$ cat src/hw/pmr_cfg.svh
// Register offsets, field positions, reset values and scaling constants
`ifndef PMR_CFG_SVH
`define PMR_CFG_SVH

// ****************************************
// Register offsets
// ****************************************
`define PMR_ADDR_BUS 8'h02
`define PMR_ADDR_POWER 8'h03
`define PMR_ADDR_CURRENT 8'h04
`define PMR_ADDR_CAL 8'h05
`define PMR_ADDR_MASK 8'h06

// ****************************************
// Mask/enable field positions
// ****************************************
`define PMR_SHUNT_OVER_BIT 15
`define PMR_SHUNT_UNDER_BIT 14
`define PMR_RAIL_OVER_BIT 13
`define PMR_RAIL_UNDER_BIT 12
`define PMR_WATT_OVER_BIT 11
`define PMR_READY_EN_BIT 10
`define PMR_FUNC_FLAG_BIT 4
`define PMR_READY_FLAG_BIT 3
`define PMR_MATH_FLAG_BIT 2
`define PMR_PIN_SENSE_BIT 1
`define PMR_HOLD_EN_BIT 0

// ****************************************
// Reset values and scaling
// ****************************************
`define PMR_RESULT_RESET 16'h0000
`define PMR_CAL_RESET 15'h0000
`define PMR_MASK_CTRL_RESET 6'h00
`define PMR_CAL_MASK 16'h7fff
`define PMR_BUS_LSB_UV 1250
`define PMR_BUS_FULL_SCALE 16'h7fff
`define PMR_CURRENT_DIV 2048
`define PMR_POWER_DIV 20000
`define PMR_POWER_TO_CURRENT_LSB 25

`endif

$ cat src/hw/pmr_pkg.sv
// Types shared by the power monitor result and alert register bank
package pmr_pkg;

    // Decoded register access from the serial interface
    typedef struct packed {
        logic [7:0] addr;
        logic wr;
        logic rd;
        logic [15:0] wdata;
    } pmr_req_type;

    // One completed conversion pair from the converter
    typedef struct packed {
        logic valid;
        logic [15:0] shunt;
        logic [15:0] bus;
    } pmr_sample_type;

    // Arithmetic sequencer states
    typedef enum logic [2:0] {
        PMR_IDLE = 3'b001,
        PMR_CUR = 3'b010,
        PMR_PWR = 3'b100
    } pmr_state_type;

endpackage : pmr_pkg

$ cat src/hw/pmr_regs.sv
// Result, calibration and alert selection registers of the power monitor
`timescale 1ns/1ps
`default_nettype none
`include "pmr_cfg.svh"

// How it works
// - Bus result takes latest finished bus conversion
// - Results show averaged value when averaging on
// - Bus code step 1.25 mV, 7fff full scale
// - Bus result top bit always reads zero
// - Power step is 25 current steps
// - Power equals current code magnitude times bus code / 20000
// - Current equals shunt code times calibration / 2048
// - Written calibration applies to later calculations
// - Result registers ignore host writes
// - Mask register selects alert source and options
// - Highest enabled limit bit alone is compared
// - Ready flag sets at end, clears on mask read or non-powerdown config
// - Latch holds alert until mask register read
// - Polarity bit: clear active low, set active high
module pmr_regs
    import pmr_pkg::*;
(
    input wire logic clk,
    input wire logic nrst,
    input wire pmr_req_type req,
    output logic [15:0] rdata,
    input wire pmr_sample_type sample,
    input wire logic [2:0] avg_sel,
    input wire logic [15:0] alert_limit,
    input wire logic cfg_write,
    input wire logic cfg_powerdown,
    output logic alert_o,
    output logic alert_oe
);

    // ****************************************
    // Reset release
    // ****************************************
    logic [1:0] rst_sync;
    logic rst_n;

    // Two flops release the asynchronous reset
    always_ff @(posedge clk or negedge nrst)
    begin
        if (!nrst)
            rst_sync <= 2'b00;
        else
            rst_sync <= {rst_sync[0], 1'b1};
    end
    assign rst_n = rst_sync[1];

    // ****************************************
    // Register decode
    // ****************************************
    wire wr_cal = req.wr && (req.addr == `PMR_ADDR_CAL);
    wire wr_mask = req.wr && (req.addr == `PMR_ADDR_MASK);
    wire rd_mask = req.rd && (req.addr == `PMR_ADDR_MASK);

    logic [15:0] bus_rail_voltage;
    logic [15:0] power_result;
    logic [15:0] current_result;
    logic [14:0] shunt_calibration;
    logic [5:0] mask_ctrl;
    logic alert_function_flag;
    logic conv_done_flag;
    logic math_overflow_flag;
    logic alert_polarity;
    logic alert_latch_en;

    wire [15:0] mask_view = {mask_ctrl, 5'h00, alert_function_flag, conv_done_flag,
                             math_overflow_flag, alert_polarity, alert_latch_en};
    // Read mux; results have no write path at all
    wire [15:0] read_mux = (req.addr == `PMR_ADDR_BUS) ? bus_rail_voltage :
                           (req.addr == `PMR_ADDR_POWER) ? power_result :
                           (req.addr == `PMR_ADDR_CURRENT) ? current_result :
                           (req.addr == `PMR_ADDR_CAL) ? {1'b0, shunt_calibration} :
                           (req.addr == `PMR_ADDR_MASK) ? mask_view : 16'h0000;

    // Read data captured on the read strobe
    always_ff @(posedge clk or negedge rst_n)
    begin
        if (!rst_n)
            rdata <= 16'h0000;
        else if (req.rd)
            rdata <= read_mux;
    end

    // Host writable calibration and mask controls
    always_ff @(posedge clk or negedge rst_n)
    begin
        if (!rst_n)
        begin
            shunt_calibration <= `PMR_CAL_RESET;
            mask_ctrl <= `PMR_MASK_CTRL_RESET;
            alert_polarity <= 1'b0;
            alert_latch_en <= 1'b0;
        end
        else
        begin
            if (wr_cal)
                shunt_calibration <= req.wdata[14:0];
            if (wr_mask)
            begin
                mask_ctrl <= req.wdata[15:10];
                alert_polarity <= req.wdata[`PMR_PIN_SENSE_BIT];
                alert_latch_en <= req.wdata[`PMR_HOLD_EN_BIT];
            end
        end
    end

    // ****************************************
    // Averaging
    // ****************************************
    logic signed [25:0] acc_shunt;
    logic [25:0] acc_bus;
    logic [10:0] avg_count;
    logic [3:0] avg_shift;
    logic signed [15:0] avg_shunt;
    logic [15:0] avg_bus;
    logic avg_done;

    // Sample count per setting: 1,4,16,64,128,256,512,1024
    assign avg_shift = (avg_sel == 3'h0) ? 4'h0 :
                       (avg_sel == 3'h1) ? 4'h2 :
                       (avg_sel == 3'h2) ? 4'h4 :
                       (avg_sel == 3'h3) ? 4'h6 : 4'({1'b0, avg_sel} + 4'h3);

    wire signed [25:0] next_acc_shunt = acc_shunt + 26'($signed(sample.shunt));
    wire [25:0] next_acc_bus = acc_bus + {10'h000, sample.bus};
    wire [10:0] next_avg_count = avg_count + 11'h001;
    wire group_end = sample.valid && (next_avg_count == (11'h001 << avg_shift));

    // Accumulate until the group is full, then present the mean
    always_ff @(posedge clk or negedge rst_n)
    begin
        if (!rst_n)
        begin
            acc_shunt <= 26'sh0;
            acc_bus <= 26'h0;
            avg_count <= 11'h000;
            avg_shunt <= 16'sh0;
            avg_bus <= 16'h0;
            avg_done <= 1'b0;
        end
        else
        begin
            avg_done <= group_end;
            if (group_end)
            begin
                avg_shunt <= 16'(next_acc_shunt >>> avg_shift);
                avg_bus <= 16'(next_acc_bus >> avg_shift);
                acc_shunt <= 26'sh0;
                acc_bus <= 26'h0;
                avg_count <= 11'h000;
            end
            else if (sample.valid)
            begin
                acc_shunt <= next_acc_shunt;
                acc_bus <= next_acc_bus;
                avg_count <= next_avg_count;
            end
        end
    end

    // ****************************************
    // Current and power arithmetic
    // ****************************************
    logic [15:0] cur_val;
    logic [15:0] pwr_val;
    logic cur_ovf;
    logic pwr_ovf;
    logic signed [16:0] cur_abs;
    pmr_state_type state;
    pmr_state_type next_state;

    assign cur_abs = current_result[15] ? -$signed({current_result[15], current_result})
                                        : $signed({1'b0, current_result});

    // Current = shunt x calibration / 2048
    pmr_mul #(.DIV(`PMR_CURRENT_DIV), .SIGNED_OUT(1'b1)) u_cur (
        .a({avg_shunt[15], avg_shunt}),
        .b({1'b0, shunt_calibration}),
        .result(cur_val),
        .ovf(cur_ovf)
    );

    // Power = current x bus / 20000, giving a step 25 current steps wide
    pmr_mul #(.DIV(`PMR_POWER_DIV), .SIGNED_OUT(1'b0)) u_pwr (
        .a(cur_abs),
        .b(bus_rail_voltage),
        .result(pwr_val),
        .ovf(pwr_ovf)
    );

    // Sequencer: idle, current, power
    always_comb
    begin
        next_state = state;
        case (state)
            PMR_IDLE: if (avg_done) next_state = PMR_CUR;
            PMR_CUR: next_state = PMR_PWR;
            PMR_PWR: next_state = PMR_IDLE;
            default: next_state = PMR_IDLE;
        endcase
    end

    wire calc_done = (state == PMR_PWR);

    // Results load in sequence; bus top bit forced low
    always_ff @(posedge clk or negedge rst_n)
    begin
        if (!rst_n)
        begin
            state <= PMR_IDLE;
            bus_rail_voltage <= `PMR_RESULT_RESET;
            current_result <= `PMR_RESULT_RESET;
            power_result <= `PMR_RESULT_RESET;
        end
        else
        begin
            state <= next_state;
            if (state == PMR_IDLE && avg_done)
                bus_rail_voltage <= {1'b0, avg_bus[14:0]};
            if (state == PMR_CUR)
                current_result <= cur_val;
            if (state == PMR_PWR)
                power_result <= pwr_val;
        end
    end

    // ****************************************
    // Alert selection and flags
    // ****************************************
    wire [4:0] limit_en = mask_ctrl[5:1];
    wire signed [15:0] shunt_s = avg_shunt;
    wire signed [15:0] limit_s = alert_limit;
    // Highest enabled limit function wins
    wire fault = limit_en[4] ? (shunt_s > limit_s) :
                 limit_en[3] ? (shunt_s < limit_s) :
                 limit_en[2] ? (bus_rail_voltage > alert_limit) :
                 limit_en[1] ? (bus_rail_voltage < alert_limit) :
                 limit_en[0] ? (pwr_val > alert_limit) : 1'b0;
    wire conv_done_alert_en = mask_ctrl[0];
    wire cfg_clear = cfg_write && !cfg_powerdown;

    // Flags: hardware set wins over a same-cycle clear
    always_ff @(posedge clk or negedge rst_n)
    begin
        if (!rst_n)
        begin
            alert_function_flag <= 1'b0;
            conv_done_flag <= 1'b0;
            math_overflow_flag <= 1'b0;
        end
        else
        begin
            if (calc_done)
                conv_done_flag <= 1'b1;
            else if (rd_mask || cfg_clear)
                conv_done_flag <= 1'b0;
            if (state == PMR_CUR)
                math_overflow_flag <= cur_ovf;
            else if (calc_done)
                math_overflow_flag <= math_overflow_flag | pwr_ovf;
            if (calc_done && fault)
                alert_function_flag <= 1'b1;
            else if (alert_latch_en ? rd_mask : calc_done)
                alert_function_flag <= 1'b0;
        end
    end

    // Open-collector alert: only ever pulls low
    wire alert_active = alert_function_flag || (conv_done_alert_en && conv_done_flag);
    assign alert_o = 1'b0;
    assign alert_oe = alert_polarity ? !alert_active : alert_active;

    // ****************************************
    // Checks
    // ****************************************
    property p_bus_top_zero;
        @(posedge clk) disable iff (!rst_n) bus_rail_voltage[15] == 1'b0;
    endproperty
    a_bus_top_zero: assert property (p_bus_top_zero) else $error("bus top bit set");

    property p_bus_load;
        @(posedge clk) disable iff (!rst_n)
            (state == PMR_IDLE && avg_done) |=> bus_rail_voltage == {1'b0, $past(avg_bus[14:0])};
    endproperty
    a_bus_load: assert property (p_bus_load) else $error("bus result not loaded");

    property p_ro_results;
        @(posedge clk) disable iff (!rst_n)
            (req.wr && state == PMR_IDLE && !avg_done) |=> $stable(current_result) && $stable(power_result) && $stable(bus_rail_voltage);
    endproperty
    a_ro_results: assert property (p_ro_results) else $error("result changed by write");

    property p_cal_write;
        @(posedge clk) disable iff (!rst_n)
            wr_cal |=> shunt_calibration == $past(req.wdata[14:0]);
    endproperty
    a_cal_write: assert property (p_cal_write) else $error("calibration not stored");

    property p_ready_sets;
        @(posedge clk) disable iff (!rst_n)
            (state == PMR_IDLE && avg_done) |-> ##2 calc_done ##1 conv_done_flag;
    endproperty
    a_ready_sets: assert property (p_ready_sets) else $error("ready flag late");

    property p_ready_clears;
        @(posedge clk) disable iff (!rst_n)
            (rd_mask && !calc_done) |=> !conv_done_flag;
    endproperty
    a_ready_clears: assert property (p_ready_clears) else $error("ready flag not cleared");

    property p_latch_holds;
        @(posedge clk) disable iff (!rst_n)
            (alert_latch_en && alert_function_flag && !rd_mask && !wr_mask) |=> alert_function_flag;
    endproperty
    a_latch_holds: assert property (p_latch_holds) else $error("latched alert dropped");

    property p_polarity;
        @(posedge clk) disable iff (!rst_n)
            alert_oe == (alert_active ^ alert_polarity);
    endproperty
    a_polarity: assert property (p_polarity) else $error("alert pin polarity wrong");

    property p_priority;
        @(posedge clk) disable iff (!rst_n)
            (calc_done && limit_en[4] && shunt_s > limit_s) |=> alert_function_flag;
    endproperty
    a_priority: assert property (p_priority) else $error("top function ignored");

    property p_conv_done_alert_en_alert;
        @(posedge clk) disable iff (!rst_n)
            (conv_done_alert_en && conv_done_flag) |-> (alert_oe != alert_polarity);
    endproperty
    a_conv_done_alert_en_alert: assert property (p_conv_done_alert_en_alert) else $error("ready alert missing");

endmodule : pmr_regs
`default_nettype wire

$ cat src/hw/pmr_mul.sv
// Scaled multiply with saturation and overflow detect
`timescale 1ns/1ps
`default_nettype none

module pmr_mul #(
    parameter int DIV = 2048,
    parameter bit SIGNED_OUT = 1'b1
) (
    input wire logic signed [16:0] a,
    input wire logic [15:0] b,
    output logic [15:0] result,
    output logic ovf
);
    localparam logic signed [33:0] HI = SIGNED_OUT ? 34'sh0_0000_7fff : 34'sh0_0000_ffff;
    localparam logic signed [33:0] LO = SIGNED_OUT ? -34'sh0_0000_8000 : 34'sh0_0000_0000;
    localparam logic signed [33:0] DIVISOR = 34'(DIV);

    logic signed [33:0] prod;
    logic signed [33:0] quot;

    // Product, then constant divide; saturate on overflow
    assign prod = a * $signed({1'b0, b});
    assign quot = prod / DIVISOR;
    assign ovf = (quot > HI) || (quot < LO);
    assign result = ovf ? ((quot < LO) ? LO[15:0] : HI[15:0]) : quot[15:0];

endmodule : pmr_mul
`default_nettype wire

$ cat config.mk
export PLATFORM = sky130hd
export DESIGN_NAME = pmr_regs
export DESIGN_NICKNAME = d
export VERILOG_FILES = /design/src/hw/pmr_pkg.sv /design/src/hw/pmr_regs.sv /design/src/hw/pmr_mul.sv
export VERILOG_INCLUDE_DIRS = /design/src /design/src/hw
export SDC_FILE = /design/constraint.sdc
export NUM_CORES = 2
export LEC_CHECK = 0
export BUFFER_PORTS_ARGS = -buffer_cell sky130_fd_sc_hd__buf_2
export CORE_MARGIN = 5
export CORE_UTILIZATION = 65
export CTS_CLUSTER_SIZE = 20
export DETAILED_ROUTE_END_ITERATION = 8
export PLACE_DENSITY = 0.82
export SLEW_MARGIN = 40
export SYNTH_ARGS = -nofsm -noshare
export SYNTH_HDL_FRONTEND = slang
export SYNTH_HIERARCHICAL = 1
export SYNTH_SLANG_ARGS = --single-unit
$ cat constraint.sdc
create_clock -name clk -period 12.2 [get_ports clk]
set_input_delay 0.61 -clock clk [delete_from_list [all_inputs] [get_ports clk]]
set_output_delay 0.61 -clock clk [all_outputs]
set_load 0.05 [all_outputs]
======== Yosys cells after proc, flatten, opt, wreduce, memory -nomap -nowiden ========
Cells that the tools add are included.
storage, ports and cells
  register bits ........................... 189
  bits of input ports ..................... 82
  word-level logic and storage cells ...... 110
operators by class
  add/subtract/negate cells ............... 6
  multipliers ............................. 2
  divide/modulo/power cells ............... 1
  magnitude comparators ................... 9
  eq/ne operators ......................... 13
  shift operators ......................... 3
  muxes and demuxes ....................... 35
  bitwise logic cells ..................... 2
  reductions and logical operators ........ 20
operator list
  cell                                                                             number
  16-bit 2-to-1 mux                                                                9
  26-bit 2-to-1 mux                                                                4
  26-bit by 16-bit adder with 26-bit output                                        2
  34-bit by 1-bit adder with 34-bit output                                         1
  34-bit by 16-bit divider with 34-bit output (second input constant)              1
  34-bit by 16-bit > comparator with 1-bit output (second input constant)          1
  34-bit by 17-bit > comparator with 1-bit output (second input constant)          1
  34-bit by 1-bit less-than comparator with 1-bit output (second input constant)   1
  34-bit by 16-bit less-than comparator with 1-bit output (second input constant)  1
  17-bit by 16-bit multiplier with 33-bit output                                   1
  16-bit > comparator                                                              2
  16-bit by 16-bit multiplier with 32-bit output                                   1
  26-bit by 4-bit >> shifter with 15-bit output                                    1
  26-bit by 4-bit >>> shifter with 16-bit output                                   1
  8-bit by 3-bit equality test with 1-bit output (second input constant)           3
  11-bit 2-to-1 mux                                                                2
  17-bit 2-to-1 mux                                                                1
  16-bit negation with 17-bit output                                               1
  8-bit by 2-bit equality test with 1-bit output (second input constant)           2
  15-bit by 16-bit > comparator with 1-bit output                                  1
  15-bit by 16-bit less-than comparator with 1-bit output                          1
  16-bit less-than comparator                                                      1
  4-bit 2-to-1 mux                                                                 4
  1-bit 2-to-1 mux                                                                 13
  18 further kinds                                                                 35

======== Longest topological paths before layout ========
  depth in word-level cells ............... 15
  mapped depth ............................ 123
  gate-level depth less buffers ........... 103

======== By module ========
The synthesis kept the hierarchy.
modules (own cells, without submodules)
  module            times used  cells each  area an instance (µm²)  seq. area each (µm²)
  pmr_mul at u_pwr  1           2,721       21,124.0                0.0
  pmr_regs          1           1,764       15,254.6                4,730.8
  pmr_mul at u_cur  1           1,402       11,873.9                0.0

======== Worst setup path before layout ========
No wires, ideal clock.
  kind .................................... flip-flop to flip-flop
  from .................................... register current_result[5]
  to ...................................... register alert_function_flag
  arrival ................................. 24,330 ps
  required time ........................... 12,090 ps
  path slack .............................. -12,240 ps
  stages on the path, launching flop included .. 96
  period minus slack after synthesis ...... 24,440 ps
  cells stage by stage .................... dfrtp_1 > nor4_1 > nand3_1 > nor4bb_1 > clkbuf_1 > and2_1 > fa_1 > inv_1 > fa_1 > fa_1 > inv_1 > fa_1 > fa_1 > inv_1 > fa_1 > inv_1 > ha_1 > buf_2 > [60 not listed] > nor3_4 > mux2_4 > nor3b_2 > o32ai_2 > a21oi_1 > xor2_1 > and4b_1 > o22ai_2 > and2_1 > buf_6 > and4_1 > a2111oi_1 > ha_1 > nand4_1 > nor4_1 > nor3b_1 > a21oi_1 > o41ai_1
on the way
  longest elaborated chain between the ends .. 15
  elaborated cells on any way between the ends .. 18
  classes of those cells .................. add/sub (1); mul (1); div (1); order compare (3); mux (9); reduce/logical (3)
ends and longest elaborated chain
  item                                                                                                                              line                          RTL
  start, declared                                                                                                                   pmr_regs.sv:62                logic [15:0] current_result;
  start signal, assigned                                                                                                            pmr_regs.sv:217               current_result <= `PMR_RESULT_RESET;
  start signal, assigned                                                                                                            pmr_regs.sv:226               current_result <= cur_val;
  16-bit negation with 17-bit output (*)                                                                                            pmr_regs.sv:177               assign cur_abs = current_result[15] ? -$signed({current_result[15], current_result})
  17-bit 2-to-1 mux (*)                                                                                                             pmr_regs.sv:177
  net cur_abs[15]                                                                                                                   pmr_regs.sv:173               logic signed [16:0] cur_abs;
  17-bit by 16-bit multiplier with 33-bit output (*)                                                                                pmr_mul.sv:22                 assign prod = a * $signed({1'b0, b});
  34-bit by 16-bit divider with 34-bit output (*)                                                                                   pmr_mul.sv:23                 assign quot = prod / DIVISOR;
  34-bit by 1-bit less-than comparator with 1-bit output / 34-bit by 17-bit > comparator with 1-bit output (equally long branches)  pmr_mul.sv:24, pmr_mul.sv:25
  16-bit 2-to-1 mux / 1-bit logical OR (equally long branches)                                                                      pmr_mul.sv:25, pmr_mul.sv:24
  16-bit 2-to-1 mux (*)                                                                                                             pmr_mul.sv:25                 assign result = ovf ? ((quot < LO) ? LO[15:0] : HI[15:0]) : quot[15:0];
  net pwr_val[7]                                                                                                                    pmr_regs.sv:170               logic [15:0] pwr_val;
  16-bit > comparator (*)                                                                                                           pmr_regs.sv:243               limit_en[0] ? (pwr_val > alert_limit) : 1'b0;
  1-bit 2-to-1 mux (*)                                                                                                              pmr_regs.sv:243
  1-bit 2-to-1 mux (*)                                                                                                              pmr_regs.sv:242               limit_en[1] ? (bus_rail_voltage < alert_limit) :
  1-bit 2-to-1 mux (*)                                                                                                              pmr_regs.sv:241               limit_en[2] ? (bus_rail_voltage > alert_limit) :
  1-bit 2-to-1 mux (*)                                                                                                              pmr_regs.sv:240               limit_en[3] ? (shunt_s < limit_s) :
  1-bit 2-to-1 mux (*)                                                                                                              pmr_regs.sv:239               wire fault = limit_en[4] ? (shunt_s > limit_s) :
  1-bit logical AND (*)                                                                                                             pmr_regs.sv:266               if (calc_done && fault)
  1-bit 2-to-1 mux / 2-bit nonzero test (equally long branches)                                                                     -
  end signal, assigned                                                                                                              pmr_regs.sv:252               alert_function_flag <= 1'b0;
  end signal, assigned                                                                                                              pmr_regs.sv:267               alert_function_flag <= 1'b1;
  end signal, assigned                                                                                                              pmr_regs.sv:269               alert_function_flag <= 1'b0;
  end, declared                                                                                                                     pmr_regs.sv:65                logic alert_function_flag;
Mark *: on every way through the listed nets, which the timed path passes. The rest lies on a longest branch.
A chain may end at the register's enable or synchronous reset.

======== Worst setup path in the final report ========
  from .................................... register current_result[1]
  to ...................................... register alert_function_flag
Same word-level chain as after synthesis.

==> reports/metrics.cfg <==
[outcome]
status=finished, violations left
violations=negative setup slack

[floorplanning]
dieArea_mm2=0.0798
io_pins=100
die_y_um=282
die_x_um=282
rows=100
core_area_mm2=0.0741
initial_core_util_pct=65.1

[grt]
track_usage_pct=42.2
grt_max_degree=74
grt_first_pass_wirelength_um=271000
overflow=0
grt_pass1_vias=51800
antenna_found_initial=10

[yosys]
async_flop_share_pct=100
synth_area_leaders=fa_1, dfrtp_1, ha_1, inv_1, nand2_1
synth_cell_types=160
seq_area_frac_synth_pct=9.80
synth.top_cells.by_count=inv_1, nand2_1, fa_1
synth_ff_type=dfrtp_1
syn_area_mm2=0.0483
synth_compound_area_share_pct=21.0
synth_mux_area_share_pct=3.78
synth_top_cell_by_area=fa_1
synth_top_area_share_pct=23.2
synth_fa_ha_area_share_pct=30.5
ys_ff_latch=189
synth_edf_count=0
syn_inst=5887
synthXorXnorAreaFrac_pct=5.26
synth-simple-area-share_pct=21.1
synth_top_family_by_area=adder cells
yosysMostFrequentCell=inv_1
synth.avg_cell_area_um2=8.20
yosysWarnings=6

[timing]
finalCritPeriodShare_pct=201
rsz0062_at_grt=true
fmaxAchievable_ghz=0.0409
fin_crit_ns=24.47
slew_violations=0
finalHoldViolCount=0
fin_skew_ns=0.0325
relSlewSlack_pct=22.8
setup_slack_ns=-12.27
setup_viol=16
tightest_slew_ns=1.15

[cells_and_area]
syn_to_final_growth_pct=27.1
nets=7774
fin_area_mm2=0.0613
fillCellCount=4518
drive_gt1_share_pct=27.8
instances_no_fill=7845

[detailed_routing]
drc=0
drtIter0Drc=6622
firstDrtPassIters=8
wirelength_um=182000
vias=52600
ant_nets=0
avgRoutedWirePerCell_um=23.2
vias_per_cell=6.70

[job]
max_cap_violations=0

[clock_tree]
clockRootBuffer=clkbuf_16
cts_buffer_depth=2
cts.sinks=189
cts.clk_slew.worst_paths_ns=0.09
htreeDepth=4
cts_tree=yes
numCtsBuffers=17
clk_latency_ns=0.53

[worst_setup_path]
cp_max_fo=7
critPathKind=reg -> reg
worstPathArrival_ns=24.85
critPathMaxStageDelay_ns=0.59
cp_slowest_cell=or3_1
end_kind=register
crit_top_cell=buf_4
worst_setup_path_start_kind=register
critPathRequiredTime_ns=12.58

[place]
place.gp.congestion=0.998
dpl.cell_count=7616
dpl_cell_area_mm2=0.0567
portBuffers=98
place_hpwl_um=132000

[min_path]
hold_path.class=in -> reg

==> metal layers <==
layer / routed length [µm] / global-route usage, % / vias to the layer above
met5: 70 / 0 / -
li1: - / - / 22300
met3: 19900 / 10.0 / 1240
met1: 64300 / 51.3 / 25100
met4: 13900 / 22.5 / 12
met2: 83800 / 70.1 / 3851
==> through the flow <==
stage                     util [%]  worst slack [ns]  setup TNS [ns]  hold slack, ns
after floorplan                  -            -10.83          -87.00           0.314
after global placement        76.6            -11.08          -94.08           0.340
after detailed placement      76.6            -11.69         -101.71           0.336
after CTS                     80.9            -10.79          -92.18           0.309
after global routing          82.8            -13.07         -120.88           0.327
final                         82.8            -12.27         -111.48           0.324
==> logic make-up (layout without fill, tap and decap cells) <==
family                     after synthesis  count (layout)
DFF                                    189             189
buffers and inverters                 1054            2016
and+or+nand+nor                       1994            1994
xor gates and xnor gates               271             271
AOI/OAI and AO/OA                     1368            1368
other                                    2              29
muxes                                  167             167
adders and majority gates              842             842
==> sequential cells by signal, indices dropped and copies added, names as in the netlist <==
signal / count
current_result: 16
avg_done: 1
mask_ctrl: 6
avg_shunt: 16
state: 3
math_overflow_flag: 1
shunt_calibration: 15
alert_function_flag: 1
alert_latch_en: 1
rst_sync: 2
bus_rail_voltage: 15
avg_bus: 15
conv_done_flag: 1
acc_bus: 26
power_result: 16
avg_count: 11
alert_polarity: 1
acc_shunt: 26
rdata: 16
==> timing repair <==
action	CTS	global route
pin swaps	204	153
endpoints found under the setup margin	16	16
hold endpoints to repair	2	0
setup buffers	144	54
resized for setup	291	195
hold buffers	1	0
cloned	2	0
==> cells in the final DEF (no fill, tap or decap), types with 50 or more instances in the layout <==
master / synthesis / routed
a211oi_1: 66 / 57
a21o_1: 79 / 78
a21oi_1: 290 / 265
and2_1: 294 / 285
and3_1: 60 / 50
buf_2: 52 / 98
buf_4: 10 / 1017
buf_6: 8 / 66
dfrtp_1: 188 / 179
fa_1: 560 / 548
ha_1: 273 / 260
inv_1: 783 / 767
mux2_2: 91 / 83
mux2i_1: 71 / 57
nand2_1: 651 / 624
nand3_1: 133 / 116
nand4_1: 68 / 68
nor2_1: 303 / 284
nor3_1: 142 / 119
o211ai_1: 63 / 63
o21ai_0: 172 / 158
xnor2_1: 182 / 153
xor2_1: 71 / 59
==> worst paths after layout <==
kind                                         to  slack [ns]  cells after the start         startpoint
max in group asynchronous     current_result[0]       10.51                      1        rst_sync[1]
min                        shunt_calibration[9]        0.32                      2             req[9]
max                         alert_function_flag      -12.27                    112  current_result[1]
min reg2reg                         rst_sync[1]        0.37                      0        rst_sync[0]
max reg2reg                 alert_function_flag      -12.27                    112  current_result[1]
min in group asynchronous           acc_bus[20]        0.38                      0        rst_sync[1]
==> worst max-delay path: cells and delay by family, from the launching register on <==
kind / cells / cell delay [ns]
AO/OA/AOI/OAI: 42 / 8.68
buffers and inverters: 25 / 3.72
XOR/XNOR: 8 / 1.48
flip-flops: 1 / 0.41
AND/OR/NAND/NOR: 24 / 5.01
adder cells (fa/ha/maj): 10 / 4.21
multiplexers: 3 / 0.75
==> cell type report <==
class | instances | area [µm²] | share of cell area, %
antenna | 4 | 10.0 | 0.0163
clock buffer | 17 | 425 | 0.694
clock inverter | 15 | 206 | 0.337
inverter | 787 | 2960 | 4.83
multi-input combinational | 4667 | 42600 | 69.4
sequential | 189 | 4740 | 7.74
tap | 969 | 1210 | 1.98
timing repair buffer | 1197 | 9170 | 15.0
Power is not shown: default switching activity piles up to over one toggle a cycle in this logic, so the estimate is an artifact.
